===== src/pkg/dbt_pkg.sv =====
// Package for the debug breakpoint trigger: offsets, fields, types
package dbt_pkg;
  // Wishbone register byte offsets
  localparam logic [7:0] OFF_ATTR = 8'h00;
  localparam logic [7:0] OFF_LOW = 8'h04;
  localparam logic [7:0] OFF_HIGH = 8'h08;
  localparam logic [7:0] OFF_DATA = 8'h0c;
  localparam logic [7:0] OFF_TRIG = 8'h10;
  localparam logic [7:0] OFF_CTRL = 8'h14;
  localparam logic [7:0] OFF_STAT = 8'h18;
  localparam logic [7:0] OFF_CMD = 8'h1c;
  localparam logic [7:0] OFF_SEL = 8'h20;
  localparam logic [7:0] OFF_WDATA = 8'h24;
  localparam logic [7:0] OFF_RDATA = 8'h28;
  // Attribute register fields
  localparam int DIR_MASK_BIT = 15;
  localparam int SIZE_MASK_LO = 13;
  localparam int TT_MASK_LO = 11;
  localparam int TM_MASK_LO = 8;
  localparam int DIR_BIT = 7;
  localparam int SIZE_LO = 5;
  localparam int TT_LO = 3;
  localparam int TM_LO = 0;
  // Size attribute encodings
  localparam logic [1:0] SIZE_LONG = 2'h0;
  localparam logic [1:0] SIZE_BYTE = 2'h1;
  localparam logic [1:0] SIZE_WORD = 2'h2;
  // Trigger definition: address match case in bits 1:0, attribute enable in bit 2
  localparam logic [1:0] MATCH_OFF = 2'h0;
  localparam logic [1:0] MATCH_EQUAL = 2'h1;
  localparam logic [1:0] MATCH_INSIDE = 2'h2;
  localparam logic [1:0] MATCH_OUTSIDE = 2'h3;
  localparam int TRIG_ATTR_EN_BIT = 2;
  // Control: bit 0 selects first hardware revision sharing
  localparam int CTRL_SHARED_BIT = 0;
  // Debug commands
  localparam logic [15:0] CMD_WRITE_CREG = 16'h2880;
  localparam logic [15:0] CMD_READ_CREG = 16'h2980;
  localparam logic [15:0] CMD_MEM_READ = 16'h1900;
  localparam logic [15:0] CMD_MEM_WRITE = 16'h1800;
  // Control register selects for debug access
  localparam logic [11:0] CSEL_ATTR = 12'h00c;
  localparam logic [11:0] CSEL_LOW = 12'h00d;
  localparam logic [11:0] CSEL_HIGH = 12'h00e;
  localparam logic [11:0] CSEL_DATA = 12'h00f;
  localparam logic [11:0] CSEL_TRIG = 12'h007;
  // Reset values
  localparam logic [15:0] ATTR_RESET = 16'h0005;
  localparam logic [31:0] ZERO32 = 32'h0000_0000;

  typedef struct packed {
    logic valid;
    logic [31:0] addr;
    logic dir_read;
    logic [1:0] size;
    logic [1:0] ttype;
    logic [2:0] tmod;
  } dbt_xfer_t;

  typedef struct packed {
    logic [15:0] upper;
    logic [15:0] lower;
  } dbt_long_t;
endpackage


===== src/design/dbt_trigger.sv =====
// Breakpoint trigger with debug command port and Wishbone registers
`timescale 1ns/1ps
// Functional notes
// RQ1 - Shared mode: memory commands load their address into high address.
// RQ2 - Shared mode: debug write commands load data into data breakpoint.
// RQ3 - Shared mode: memory commands load attributes into attribute register.
// RQ4 - Attribute register compared with each bus transfer, used per trigger.
// RQ5 - Bit 15 set ignores read/write attribute in comparisons.
// RQ6 - Size mask bits 14-13 exclude matching size bits.
// RQ7 - Transfer type mask bits 12-11 exclude matching type bits.
// RQ8 - Modifier mask bits 10-8 exclude matching modifier bits.
// RQ9 - Bit 7 compared with the bus read/write direction.
// RQ10 - Bits 6-5 compared to bus size; 00 long, 01 byte, 10 word.
// RQ11 - Low and high addresses compared with every bus transfer address.
// RQ12 - Match cases: equal low, inside range inclusive, outside range.
// RQ13 - Low address register holds full 32-bit address.
// RQ14 - High address register holds full 32-bit inclusive upper bound.
// RQ15 - Read control register returns longword, upper half first.
// RQ16 - Write control register updates all 32 bits of selected register; attribute takes only bits 15-0, trigger definition only bits 3-0.
// RQ17 - Host sends write opcode 0x2880, zero word, select, then data; here select and data are written first, then the opcode with bit 31 set.
// RQ18 - Trigger pulse in cycle of transfer meeting address and attributes; TRIGGER_OUT is registered and pulses one cycle later.
module dbt_trigger (
  // Clock and reset
  input wire logic CLK_IN,
  input wire logic RST_IN,
  // Wishbone slave
  input wire logic WB_CYC_IN,
  input wire logic WB_STB_IN,
  input wire logic WB_WE_IN,
  input wire logic [7:0] WB_ADR_IN,
  input wire logic [3:0] WB_SEL_IN,
  input wire logic [31:0] WB_DAT_IN,
  output logic [31:0] WB_DAT_OUT,
  output logic WB_ACK_OUT,
  // Local bus transfer observed
  input wire dbt_pkg::dbt_xfer_t BUS_XFER_IN,
  // Trigger indication
  output logic TRIGGER_OUT
);
  logic [15:0] attr;
  logic [31:0] low_addr;
  logic [31:0] high_addr;
  logic [31:0] data_bkpt;
  logic [3:0] trig_def;
  logic [0:0] ctrl;
  logic [15:0] cmd;
  logic [31:0] csel;
  logic [31:0] cmd_wdata;
  dbt_pkg::dbt_long_t cmd_rdata;
  logic cmd_go;
  logic attr_hit;
  logic addr_hit;
  logic wb_req;
  logic wr_cmd;
  logic rd_cmd;
  logic mem_cmd;
  logic mem_wr;
  logic shared;
  logic [31:0] wb_mask;
  logic [31:0] next_rdata;

  function automatic logic [31:0] merge(input logic [31:0] old,
                                        input logic [31:0] val,
                                        input logic [3:0] sel);
    logic [31:0] res;
    res = old;
    for (int i = 0; i < 4; i++) begin
      if (sel[i]) begin
        res[i*8 +: 8] = val[i*8 +: 8];
      end
    end
    return res;
  endfunction

  function automatic logic is_reg(input logic [7:0] off);
    return wb_req && WB_WE_IN && WB_ADR_IN == off;
  endfunction

  assign wb_req = WB_CYC_IN && WB_STB_IN && !WB_ACK_OUT;
  assign shared = ctrl[dbt_pkg::CTRL_SHARED_BIT];
  assign wr_cmd = cmd_go && cmd == dbt_pkg::CMD_WRITE_CREG;
  assign rd_cmd = cmd_go && cmd == dbt_pkg::CMD_READ_CREG;
  assign mem_wr = cmd_go && cmd == dbt_pkg::CMD_MEM_WRITE;
  assign mem_cmd = mem_wr || (cmd_go && cmd == dbt_pkg::CMD_MEM_READ);
  assign wb_mask = merge(32'h0, 32'hffff_ffff, WB_SEL_IN);

  // Attribute comparison with per-field masks
  always_comb begin
    logic [15:0] a;
    dbt_pkg::dbt_xfer_t x;
    a = attr;
    x = BUS_XFER_IN;
    attr_hit = 1'b1; // see RQ4
    if (!a[dbt_pkg::DIR_MASK_BIT] && a[dbt_pkg::DIR_BIT] != x.dir_read) begin
      attr_hit = 1'b0; // see RQ5, see RQ9
    end
    if (((a[dbt_pkg::SIZE_LO +: 2] ^ x.size) &
         ~a[dbt_pkg::SIZE_MASK_LO +: 2]) != 2'h0) begin
      attr_hit = 1'b0; // see RQ6, see RQ10
    end
    if (((a[dbt_pkg::TT_LO +: 2] ^ x.ttype) &
         ~a[dbt_pkg::TT_MASK_LO +: 2]) != 2'h0) begin
      attr_hit = 1'b0; // see RQ7
    end
    if (((a[dbt_pkg::TM_LO +: 3] ^ x.tmod) &
         ~a[dbt_pkg::TM_MASK_LO +: 3]) != 3'h0) begin
      attr_hit = 1'b0; // see RQ8
    end
  end

  // Address match case
  always_comb begin
    logic in_range;
    in_range = BUS_XFER_IN.addr >= low_addr && BUS_XFER_IN.addr <= high_addr;
    case (trig_def[1:0]) // see RQ11, see RQ12
      dbt_pkg::MATCH_EQUAL: addr_hit = BUS_XFER_IN.addr == low_addr;
      dbt_pkg::MATCH_INSIDE: addr_hit = in_range;
      dbt_pkg::MATCH_OUTSIDE: addr_hit = !in_range;
      default: addr_hit = 1'b0;
    endcase
  end

  // Trigger output, registered from the qualified transfer
  always_ff @(posedge CLK_IN or posedge RST_IN) begin
    if (RST_IN) begin
      TRIGGER_OUT <= 1'b0;
    end else begin
      TRIGGER_OUT <= BUS_XFER_IN.valid && addr_hit && // see RQ18
        (attr_hit || !trig_def[dbt_pkg::TRIG_ATTR_EN_BIT]);
    end
  end

  // Attribute register
  always_ff @(posedge CLK_IN or posedge RST_IN) begin
    if (RST_IN) begin
      attr <= dbt_pkg::ATTR_RESET;
    end else if (mem_cmd && shared) begin
      attr <= csel[15:0]; // see RQ3
    end else if (wr_cmd && csel[11:0] == dbt_pkg::CSEL_ATTR) begin
      attr <= cmd_wdata[15:0]; // see RQ16
    end else if (is_reg(dbt_pkg::OFF_ATTR)) begin
      attr <= 16'(merge({16'h0, attr}, WB_DAT_IN, WB_SEL_IN));
    end
  end

  // Low address register
  always_ff @(posedge CLK_IN or posedge RST_IN) begin
    if (RST_IN) begin
      low_addr <= dbt_pkg::ZERO32;
    end else if (wr_cmd && csel[11:0] == dbt_pkg::CSEL_LOW) begin
      low_addr <= cmd_wdata; // see RQ13, see RQ16
    end else if (is_reg(dbt_pkg::OFF_LOW)) begin
      low_addr <= merge(low_addr, WB_DAT_IN, WB_SEL_IN);
    end
  end

  // High address register
  always_ff @(posedge CLK_IN or posedge RST_IN) begin
    if (RST_IN) begin
      high_addr <= dbt_pkg::ZERO32;
    end else if (mem_cmd && shared) begin
      high_addr <= cmd_wdata; // see RQ1
    end else if (wr_cmd && csel[11:0] == dbt_pkg::CSEL_HIGH) begin
      high_addr <= cmd_wdata; // see RQ14, see RQ16
    end else if (is_reg(dbt_pkg::OFF_HIGH)) begin
      high_addr <= merge(high_addr, WB_DAT_IN, WB_SEL_IN);
    end
  end

  // Data breakpoint register
  always_ff @(posedge CLK_IN or posedge RST_IN) begin
    if (RST_IN) begin
      data_bkpt <= dbt_pkg::ZERO32;
    end else if (shared && (mem_wr || wr_cmd)) begin
      data_bkpt <= cmd_wdata; // see RQ2
    end else if (wr_cmd && csel[11:0] == dbt_pkg::CSEL_DATA) begin
      data_bkpt <= cmd_wdata; // see RQ16
    end else if (is_reg(dbt_pkg::OFF_DATA)) begin
      data_bkpt <= merge(data_bkpt, WB_DAT_IN, WB_SEL_IN);
    end
  end

  // Trigger definition, control and command staging registers
  always_ff @(posedge CLK_IN or posedge RST_IN) begin
    if (RST_IN) begin
      trig_def <= 4'h0;
      ctrl <= 1'b0;
      cmd <= 16'h0;
      csel <= dbt_pkg::ZERO32;
      cmd_wdata <= dbt_pkg::ZERO32;
    end else begin
      if (wr_cmd && csel[11:0] == dbt_pkg::CSEL_TRIG) begin
        trig_def <= cmd_wdata[3:0];
      end else if (is_reg(dbt_pkg::OFF_TRIG)) begin
        trig_def <= 4'(merge({28'h0, trig_def}, WB_DAT_IN, WB_SEL_IN));
      end
      if (is_reg(dbt_pkg::OFF_CTRL)) begin
        ctrl <= 1'(merge({31'h0, ctrl}, WB_DAT_IN, WB_SEL_IN));
      end
      if (is_reg(dbt_pkg::OFF_CMD)) begin
        cmd <= 16'(merge({16'h0, cmd}, WB_DAT_IN, WB_SEL_IN));
      end
      if (is_reg(dbt_pkg::OFF_SEL)) begin
        csel <= merge(csel, WB_DAT_IN, WB_SEL_IN);
      end
      if (is_reg(dbt_pkg::OFF_WDATA)) begin
        cmd_wdata <= merge(cmd_wdata, WB_DAT_IN, WB_SEL_IN);
      end
    end
  end

  // Command launch pulse: write of bit 31 in command register word
  always_ff @(posedge CLK_IN or posedge RST_IN) begin
    if (RST_IN) begin
      cmd_go <= 1'b0;
    end else begin
      cmd_go <= is_reg(dbt_pkg::OFF_CMD) && WB_SEL_IN[3] && WB_DAT_IN[31];
    end
  end

  // Read control register result, upper half first
  always_comb begin
    case (csel[11:0])
      dbt_pkg::CSEL_ATTR: next_rdata = {16'h0, attr};
      dbt_pkg::CSEL_LOW: next_rdata = low_addr;
      dbt_pkg::CSEL_HIGH: next_rdata = high_addr;
      dbt_pkg::CSEL_DATA: next_rdata = data_bkpt;
      dbt_pkg::CSEL_TRIG: next_rdata = {28'h0, trig_def};
      default: next_rdata = dbt_pkg::ZERO32;
    endcase
  end

  always_ff @(posedge CLK_IN or posedge RST_IN) begin
    if (RST_IN) begin
      cmd_rdata <= '0;
    end else if (rd_cmd) begin
      cmd_rdata <= next_rdata; // see RQ15
    end
  end

  // Wishbone answer: ack one cycle after request, unmapped reads zero
  always_ff @(posedge CLK_IN or posedge RST_IN) begin
    if (RST_IN) begin
      WB_ACK_OUT <= 1'b0;
      WB_DAT_OUT <= dbt_pkg::ZERO32;
    end else begin
      WB_ACK_OUT <= wb_req;
      if (wb_req && !WB_WE_IN) begin
        case (WB_ADR_IN)
          dbt_pkg::OFF_ATTR: WB_DAT_OUT <= {16'h0, attr};
          dbt_pkg::OFF_LOW: WB_DAT_OUT <= low_addr;
          dbt_pkg::OFF_HIGH: WB_DAT_OUT <= high_addr;
          dbt_pkg::OFF_DATA: WB_DAT_OUT <= data_bkpt;
          dbt_pkg::OFF_TRIG: WB_DAT_OUT <= {28'h0, trig_def};
          dbt_pkg::OFF_CTRL: WB_DAT_OUT <= {31'h0, ctrl};
          dbt_pkg::OFF_STAT: WB_DAT_OUT <= {30'h0, attr_hit, addr_hit};
          dbt_pkg::OFF_CMD: WB_DAT_OUT <= {16'h0, cmd};
          dbt_pkg::OFF_SEL: WB_DAT_OUT <= csel;
          dbt_pkg::OFF_WDATA: WB_DAT_OUT <= cmd_wdata;
          dbt_pkg::OFF_RDATA: WB_DAT_OUT <= cmd_rdata & wb_mask;
          default: WB_DAT_OUT <= dbt_pkg::ZERO32;
        endcase
      end
    end
  end

  // Assertions
  trig_equal_a: assert property ( // see RQ12
    @(posedge CLK_IN) disable iff (RST_IN)
    (BUS_XFER_IN.valid && trig_def == {2'h0, dbt_pkg::MATCH_EQUAL} &&
     BUS_XFER_IN.addr == low_addr) |=> TRIGGER_OUT)
    else $error("equal match missed");
  trig_needs_valid_a: assert property ( // see RQ18
    @(posedge CLK_IN) disable iff (RST_IN)
    !BUS_XFER_IN.valid |=> !TRIGGER_OUT)
    else $error("trigger without transfer");
  trig_outside_a: assert property ( // see RQ12
    @(posedge CLK_IN) disable iff (RST_IN)
    (trig_def[1:0] == dbt_pkg::MATCH_OUTSIDE &&
     BUS_XFER_IN.addr >= low_addr && BUS_XFER_IN.addr <= high_addr)
    |=> !TRIGGER_OUT)
    else $error("outside case hit inside");
  dir_compare_a: assert property ( // see RQ9
    @(posedge CLK_IN) disable iff (RST_IN)
    (trig_def[2] && !attr[15] && attr[7] != BUS_XFER_IN.dir_read)
    |=> !TRIGGER_OUT)
    else $error("direction ignored");
  dir_mask_a: assert property ( // see RQ5
    @(posedge CLK_IN) disable iff (RST_IN)
    (attr[15] && attr[14:8] == 7'h7f) |-> attr_hit)
    else $error("full mask not honoured");
  size_cmp_a: assert property ( // see RQ6
    @(posedge CLK_IN) disable iff (RST_IN)
    (attr[14:13] == 2'h0 && attr[6:5] != BUS_XFER_IN.size) |-> !attr_hit)
    else $error("size mismatch hit");
  shared_high_a: assert property ( // see RQ1
    @(posedge CLK_IN) disable iff (RST_IN)
    (mem_cmd && shared) |=> high_addr == $past(cmd_wdata))
    else $error("shared address not loaded");
  shared_data_a: assert property ( // see RQ2
    @(posedge CLK_IN) disable iff (RST_IN)
    (mem_wr && shared) |=> data_bkpt == $past(cmd_wdata))
    else $error("shared data not loaded");
  shared_attr_a: assert property ( // see RQ3
    @(posedge CLK_IN) disable iff (RST_IN)
    (mem_cmd && shared) |=> attr == $past(csel[15:0]))
    else $error("shared attributes not loaded");
  wb_ack_a: assert property (
    @(posedge CLK_IN) disable iff (RST_IN)
    wb_req |=> WB_ACK_OUT ##1 !WB_ACK_OUT)
    else $error("ack timing");
  cover_inside_c: cover property (@(posedge CLK_IN) disable iff (RST_IN)
    trig_def[1:0] == 2'h2 ##1 TRIGGER_OUT);
  cover_shared_c: cover property (@(posedge CLK_IN) disable iff (RST_IN)
    mem_cmd && shared);
  cover_read_c: cover property (@(posedge CLK_IN) disable iff (RST_IN)
    rd_cmd);
endmodule // dbt_trigger


===== config.mk =====
export PLATFORM = sky130hd
export DESIGN_NAME = dbt_trigger
export DESIGN_NICKNAME = d
export VERILOG_FILES = /design/src/pkg/dbt_pkg.sv /design/src/design/dbt_trigger.sv
export SDC_FILE = /design/constraint.sdc
export NUM_CORES = 1
export LEC_CHECK = 0
export ABC_AREA = 1
export BUFFER_PORTS_ARGS = -buffer_cell sky130_fd_sc_hd__clkbuf_2
export CORE_AREA = 8 8 178 163
export CTS_CLUSTER_SIZE = 14
export DETAILED_ROUTE_END_ITERATION = 6
export DIE_AREA = 0 0 186 171
export PLACE_DENSITY = 0.79
export SLEW_MARGIN = 5
export SYNTH_ARGS = -nofsm -noshare
export SYNTH_HDL_FRONTEND = slang
export SYNTH_SLANG_ARGS = --single-unit

===== constraint.sdc =====
create_clock -name CLK_IN -period 10.54 [get_ports CLK_IN]
set_input_delay 2.108 -clock CLK_IN [delete_from_list [all_inputs] [get_ports CLK_IN]]
set_output_delay 2.108 -clock CLK_IN [all_outputs]
set_load 0.1 [all_outputs]

# Word level (Yosys, flattened, before mapping)
# Cells that the tools add are included.
[classes]
addsub = 0
n_mul = 0
div_mod_pow = 0
order_cmp = 2
n_eq_ne = 24
shift = 0
mux = 29
bitwise_logic = 10
n_reduce_logical = 88
[ops]
columns = ["op", "count"]
rows = [
  ["$pmux 32 s11", 1],
  ["$mux 32", 8],
  ["$pmux 32 s5", 1],
  ["$mux 8", 8],
  ["$reduce_and 2->1", 26],
  ["$eq 12x4->1 const B", 4],
  ["$mux 16", 3],
  ["$reduce_bool 3->1", 14],
  ["$and 32x32->32", 1],
  ["$eq 16x13->1 const B", 2],
  ["$eq 16x14->1 const B", 2],
  ["$eq 32x32->1", 1],
  ["$eq 8x5->1 const B", 4],
  ["$ge 32x32->1", 1],
  ["$le 32x32->1", 1],
  ["$logic_and 1x1->1", 30],
  ["$eq 8x6->1 const B", 3],
  ["$reduce_bool 2->1", 9],
  ["$eq 8x4->1 const B", 2],
  ["$eq 12x3->1 const B", 1],
  ["$mux 4", 3],
  ["$eq 8x3->1 const B", 1],
  ["$logic_not 8->1", 1],
  ["$logic_not 1->1", 5],
  ["12 further kinds", 21],
]
[word_totals]
ff_bits = 264
latchBits = 0
ram_bits = 0
mem_bits_ro = 0
input_bits = 90
wordCells = 185
n_memories = 0

# Logic depth before layout (Yosys ltp)
# Gate-level depths: netlist of run 1.
[logic_depth]
depth_word = 8
depth_mapped = 20
depth_no_buf = 20

# Worst setup path after synthesis of run 1
# No wires, ideal clock.
[synth_path]
path_kind = "in2reg"
from = "input port WB_ADR_IN[7]"
to = "register low_addr[10]"
setup_ns = 0.151
t_arrival_ns = 3.387
t_required_ns = 10.389
slack_ns = 7.002
path_stages = 8
path_buffers = 0
path_cell_list = "nor2_1 -> nand2_1 -> nor2_2 -> nand2_1 -> nor2_1 -> inv_1 -> o22ai_1 -> o221ai_1"
[synth_via]
elab_chain_len = 4
[synth_lines]
columns = ["item", "line_no", "source"]
rows = [
  ["from (decl)", "dbt_trigger.sv:30", "input wire logic [7:0] WB_ADR_IN,"],
  ["$eq 8x3->1", "dbt_trigger.sv:76", "return wb_req && WB_WE_IN && WB_ADR_IN == off;"],
  ["$logic_and 1x1->1", "dbt_trigger.sv:76", ""],
  ["$reduce_bool 2->1 (no line)", "n/a", ""],
  ["$reduce_and 2->1 (no line)", "n/a", ""],
  ["to (signal assigned)", "dbt_trigger.sv:149", "low_addr <= dbt_pkg::ZERO32;"],
  ["to (signal assigned)", "dbt_trigger.sv:151", "low_addr <= cmd_wdata;"],
  ["to (signal assigned)", "dbt_trigger.sv:153", "low_addr <= merge(low_addr, WB_DAT_IN, WB_SEL_IN);"],
  ["to (decl)", "dbt_trigger.sv:41", "logic [31:0] low_addr;"],
]
# Every way passes these cells.
# A chain may end at the register's enable or synchronous reset.

# Final worst setup path of run 1
[layout_path]
from = "input port WB_ADR_IN[7]"
to = "register WB_DAT_OUT[22]"
[layout_via]
elab_chain_len = 2
[layout_lines]
columns = ["item", "line_no", "source"]
rows = [
  ["$eq 8x6->1, or another cell as far along", "dbt_trigger.sv:249", "case (WB_ADR_IN)"],
  ["$pmux 32 s11 (*)", "dbt_trigger.sv:249", ""],
  ["to (signal assigned)", "dbt_trigger.sv:250", "dbt_pkg::OFF_ATTR: WB_DAT_OUT <= {16'h0, attr};"],
  ["to (signal assigned)", "dbt_trigger.sv:251", "dbt_pkg::OFF_LOW: WB_DAT_OUT <= low_addr;"],
  ["to (signal assigned)", "dbt_trigger.sv:252", "dbt_pkg::OFF_HIGH: WB_DAT_OUT <= high_addr;"],
  ["to (decl)", "dbt_trigger.sv:33", "output logic [31:0] WB_DAT_OUT,"],
]
# Every way passes the cells marked *; elsewhere a longest branch is shown, timed or not.

==> impl_metrics.py, run 1 <==
metrics = {
    "route": {
        "vias": 15449,
        "finalWirelength_mm": 55.62,
        "wl_per_cell_um": 23.20,
        "ant_nets": 0,
        "drc": 0,
        "drt_pass1_iterations": 7,
        "viasPerCell": 6.445,
        "drtIter0Drc": 2023,
    },
    "worst_setup_path": {
        "reg2regPathDepth": 9,
        "critPathMaxFanout": 8,
        "cp.arrival_ps": 4760,
        "crit_type": "in -> reg",
        "slowest_delay_ps": 1000,
        "startpoint_type": "input pin",
        "endpoint_kind": "flop",
        "required_ps": 11040,
        "cp_common_cell": "nor2_1",
        "cpMaxStageDelayCell": "nor2_1",
        "path_cells": "clkbuf_2, nor2_1, nand3_1, nor2_1, inv_1, nor2_1, a221oi_1, o2111ai_1, nand2_1, nand2_1",
    },
    "clock_tree": {
        "tritoncts": "built",
        "cts_max_path_buffers": 3,
        "cts_setup_buffers": 0,
        "cts_hold_buffers": 0,
        "cts_buffers": 29,
        "htreeDepth": 1,
        "root_buffer": "clkbuf_16",
        "clock_latency_ps": 560,
        "clkTransAtPathRegs_ps": 60,
        "cts_num_sinks": 264,
        "cts_resized": 0,
    },
    "min_path": {
        "min_path_type": "reg -> reg",
        "worstHoldPathCells": 2,
    },
    "sta": {
        "fin_crit_ps": 4261,
        "hold_viol_final": 0,
        "fin_skew_ps": 9.706,
        "final_max_slew_viol_count": 0,
        "setup_tns_ps": 0,
        "rsz0062_at_grt": "false",
        "tightest_slew_ps": 1307,
        "period_share": 0.4043,
        "setup_violations": 0,
        "max_freq_mhz": 234.7,
        "relSlewSlack": 0.1276,
    },
    "pwr": {
        "intPower_mw": 1.671,
        "leakage_nw": 8.790,
        "p_sw_frac": 0.2486,
        "vdd_ir_drop_max_v": 0.0001353,
        "clockPowerShare": 0.471,
        "p_sw_mw": 0.5528,
        "p_per_area_nw_per_um2": 128.8,
        "seqPwrFrac": 0.464,
        "pwr-share-comb": 0.065,
    },
    "yosys": {
        "syn_nets": 2081,
        "synth_warnings": 0,
        "synth_ff_type": "dfrtp_1",
        "ys_types": 52,
        "async_flop_share": 1.000,
        "synth_cells": 1927,
        "ys_seq_elements": 264,
        "synthesis.area_um2": 15500,
        "synth-edff-count": 0,
        "synth_seq_area_share": 0.4264,
        "postSynthAreaPerCell_um2": 8.044,
    },
    "status": {
        "status": "complete, no violations",
    },
    "cells_and_area": {
        "final_layout_size_suffix_gt1_frac": 0.1323,
        "antenna_cells": 0,
        "final_area_um2": 17270,
        "final_cell_mix": "444 x nand2_1, 262 x dfrtp_1, 259 x inv_1",
        "layout_commonest_cell": "nand2_1",
        "nets": 2181,
        "syn_to_final_growth_pct": 11.39,
    },
    "die": {
        "start_util": 0.6011,
        "die_w_um": 186,
        "ios": 124,
        "rows": 56,
        "fp.dieH_um": 171,
        "coreArea_um2": 25780,
        "die_area_um2": 31810,
    },
    "place": {
        "io_buffers": 123,
        "place_area_um2": 16290,
        "globalplace.congestion": 1.007,
        "hpwl_mm": 38.61,
    },
    "grt": {
        "grt_max_degree": 124,
        "antenna_found_initial": 1,
        "grt_overflow": 0,
        "grt_pass1_vias": 15194,
        "gr-usage-all-layers": 0.3499,
        "grt_pass1_wl_mm": 85.75,
    },
    "run": {
        "drv_cap": 0,
    },
}
-- power groups by stage --
stage               sequential (mW)  clock [mW]  combinational (mW)
finish                         1.03        1.05               0.145
global route                   1.03        1.09               0.159
CTS                            1.03        1.04               0.144
detailed placement             1.05           0               0.143
global placement               1.05           0               0.140
floorplan                      1.07           0              0.0655
-- stage by stage --
stage	total power [mW]	cells	hold slack (ps)	setup slack, ps	utilization
finish	2.224	2397	476.7	6279	0.6696
global route	2.278	2397	493.2	6209	0.6696
CTS	2.220	2397	481.1	6468	0.6696
detailed placement	1.193	2344	464.3	5877	0.6318
global placement	1.189	2344	460.2	5962	0.6318
floorplan	1.133	1927	453.0	1167	-
-- area by class of cell --
class                   count  area [µm²]
flip-flops and latches    264        6609
inverters                 277        1055
fillers                  2240        8519
repair buffers            137       720.7
clock inverters            12       122.6
multi-input cells        1318        7472
clock buffers              41       850.8
well taps                 348       435.4
-- worst max-delay path, delay by kind of cell --
| family | cells | cell delay, ps |
|---|---|---|
| and+or+nand+nor | 6 | 1870 |
| AOI/OAI and AO/OA | 2 | 260 |
| buffers and inverters | 2 | 510 |
-- kinds of logic (layout without fill, tap and decap cells) --
kind of cell    after synthesis  in the layout  synth area share
mux                           7              7          0.005085
flops                       264            264            0.4264
buf+inv                     345            467           0.09227
compound gates              480            480            0.2105
simple gates                762            762            0.2113
fa+ha+maj                    64             64           0.05166
xor+xnor                      5              5          0.002825
-- synth_stat cells (36+ instances only) --
cell type / number / area share
ha_1: 64 / 0.052
nand2_1: 445 / 0.11
o211ai_1: 53 / 0.026
a21oi_1: 61 / 0.020
o22ai_1: 59 / 0.024
o221ai_1: 47 / 0.027
dfrtp_1: 262 / 0.42
o21ai_0: 138 / 0.045
nor2_1: 122 / 0.030
clkbuf_1: 36 / 0.0087
inv_1: 260 / 0.063
nand3_1: 128 / 0.041
-- routing by layer --
layer,track usage,vias up,share of wire
met5,0,-,0.00023
met4,0.1463,2,0.047
met3,0.09330,226,0.13
met2,0.5289,1127,0.43
met1,0.4707,7276,0.39
li1,-,6818,-
-- state kept, by name (all words and copies together) (netlist names), 32 cells and up --
signal	count
low_addr	32
cmd_wdata	32
data_bkpt	32
high_addr	32
csel	32
cmd_rdata	32
WB_DAT_OUT	32
-- worst paths after layout --
path	startpoint	to	slack, ps
setup reg to reg	csel[10]	attr[11]	7080
hold / removal	WB_DAT_OUT[0]	WB_DAT_OUT[0]	480
hold reg to reg	WB_DAT_OUT[0]	WB_DAT_OUT[0]	480
min in group asynchronous	RST_IN	trig_def[1]	1720
setup / recovery	WB_ADR_IN[7]	WB_DAT_OUT[22]	6280
max in group asynchronous	RST_IN	low_addr[31]	7240
(Power assumes the default switching activity.)
==> run 2: changes to the inputs <==
==> constraint.sdc (replaced) <==
create_clock -name CLK_IN -period 4.25 [get_ports CLK_IN]
set_input_delay 0.85 -clock CLK_IN [delete_from_list [all_inputs] [get_ports CLK_IN]]
set_output_delay 0.85 -clock CLK_IN [all_outputs]
set_load 0.1 [all_outputs]
==> impl_metrics.py, run 2 (same netlist as run 1, synthesis figures left out) <==
metrics = {
    "worst_setup_path": {
        "cp.arrival_ps": 3370,
        "reg2reg_slack_ps": 1290,
        "endpoint_kind": "flop",
        "startpoint_type": "flop",
        "crit_type": "reg -> reg",
        "required_ps": 4660,
        "path_cells": "inv_1, nand4_1, nor3_1, nand3_1, nor3_1, nand2_2, buf_4, o21ai_0, o21ai_0",
        "cpMaxStageDelayCell": "nand2_2",
        "slowest_delay_ps": 480,
        "critPathMaxFanout": 33,
    },
    "die": {
        "die_w_um": 186,
        "rows": 56,
        "die_area_um2": 31810,
        "start_util": 0.6011,
        "coreArea_um2": 25780,
        "ios": 124,
        "fp.dieH_um": 171,
    },
    "pwr": {
        "vdd_ir_drop_max_v": 0.0003693,
        "seqPwrFrac": 0.450,
        "pwr-share-comb": 0.064,
        "intPower_mw": 4.309,
        "p_sw_frac": 0.2415,
        "power_mw": 5.681,
        "p_sw_mw": 1.372,
        "leakage_nw": 8.880,
        "clockPowerShare": 0.486,
        "p_per_area_nw_per_um2": 325.6,
    },
    "run": {
        "drv_cap": 0,
    },
    "sta": {
        "setup_violations": 0,
        "rsz0062_at_grt": "false",
        "final_max_slew_viol_count": 0,
        "relSlewSlack": 0.1425,
        "max_freq_mhz": 338.2,
        "period_share": 0.6958,
        "hold_viol_final": 0,
        "fin_crit_ps": 2957,
        "tightest_slew_ps": 1286,
        "fin_skew_ps": 19.28,
        "hold_ws_ps": 425.9,
    },
    "cells_and_area": {
        "layout_commonest_cell": "nand2_1",
        "nets": 2193,
        "final_layout_size_suffix_gt1_frac": 0.1383,
        "final_cell_mix": "444 x nand2_1, 262 x dfrtp_1, 259 x inv_1",
        "syn_to_final_growth_pct": 12.58,
        "fillerInstances": 2201,
    },
    "grt": {
        "grt_pass1_vias": 15047,
        "grt_max_degree": 173,
        "grt_pass1_wl_mm": 85.82,
        "grt_overflow": 0,
        "gr-usage-all-layers": 0.3497,
        "grtUsageMet2": 0.5273,
        "use_met1": 0.4745,
        "top_usage_layer": "met2",
        "antenna_found_initial": 1,
        "grt.met3_usage": 0.08800,
    },
    "clock_tree": {
        "cts_num_sinks": 264,
        "clkTransAtPathRegs_ps": 70,
        "clock_latency_ps": 570,
        "cts_buffers": 29,
        "cts_max_path_buffers": 3,
        "cts_setup_buffers": 0,
        "htreeDepth": 1,
        "cts_hold_buffers": 0,
        "root_buffer": "clkbuf_16",
        "tritoncts": "built",
        "cts_resized": 0,
    },
    "route": {
        "drc": 2,
        "finalWirelength_mm": 56.10,
        "viasPerCell": 6.398,
        "drtIter0Drc": 1991,
        "ant_nets": 0,
        "vias": 15420,
        "drt_pass1_iterations": 7,
        "wl_per_cell_um": 23.28,
    },
    "status": {
        "status": "finished with violations",
        "violations": "DRC",
    },
    "place": {
        "globalplace.congestion": 1.022,
        "io_buffers": 123,
        "hpwl_mm": 39.66,
    },
    "min_path": {
        "min_path_type": "in -> async",
    },
}
-- run 2: cell types whose count changed in the layout (fill, tap and decap cells not counted), sizes merged --
cell,before,now
buf,14,26
inv,271,270
clkinv,14,13
clkinvlp,2,4
diode,0,1
bufinv,2,5
clkbuf,164,161
-- run 2: path summary, 6_finish.rpt --
check                               start              to  cells after the start
hold reg to reg            WB_DAT_OUT[16]  WB_DAT_OUT[16]                      2
max in group asynchronous          RST_IN        csel[20]                      3
hold / removal                     RST_IN     trig_def[1]                      3
setup / recovery                   cmd[0]    low_addr[31]                      9
setup reg to reg                   cmd[0]    low_addr[31]                      9
min in group CLK_IN        WB_DAT_OUT[16]  WB_DAT_OUT[16]                      2
-- run 2: critical path, delay by kind of cell (launching register included) --
family	cells	cell delay [ps]
buffers and inverters	2	600
AOI/OAI and AO/OA	2	270
DFF	1	380
and+or+nand+nor	5	1530
-- run 2: power by group through the flow --
stage | clock network (mW) | registers [mW] | logic [mW]
floorplan | 0 | 2.65 | 0.163
global placement | 0 | 2.60 | 0.351
detailed placement | 0 | 2.60 | 0.357
CTS | 2.77 | 2.56 | 0.360
global route | 2.86 | 2.56 | 0.397
finish | 2.76 | 2.56 | 0.363
-- run 2: per-layer routing --
layer,vias up,wire length (µm)
met5,-,0
met4,0,2573
met3,218,7050
met2,1060,24070
met1,7297,22400
li1,6845,-
-- run 2: layout make-up --
class | count | area (µm²) | share of cell area
multi-input cells | 1318 | 7472 | 0.4282
flip-flops and latches | 264 | 6609 | 0.3787
inverters | 277 | 1051 | 0.06023
repair buffers | 149 | 835.8 | 0.04790
clock buffers | 38 | 829.5 | 0.04754
well taps | 348 | 435.4 | 0.02495
clock inverters | 15 | 215.2 | 0.01233
diodes | 1 | 2.502 | 0.0001434
-- run 2: per-stage QoR --
stage | setup slack (ps) | util | cell area [µm²] | setup TNS [ps] | cells
floorplan | -81.89 | - | 15500 | -21450 | 1927
global placement | 1098 | 0.6362 | 16400 | 0 | 2356
detailed placement | 1050 | 0.6362 | 16400 | 0 | 2356
CTS | 1438 | 0.6767 | 17450 | 0 | 2409
global route | 1046 | 0.6767 | 17450 | 0 | 2409
finish | 1293 | 0.6768 | 17450 | 0 | 2410
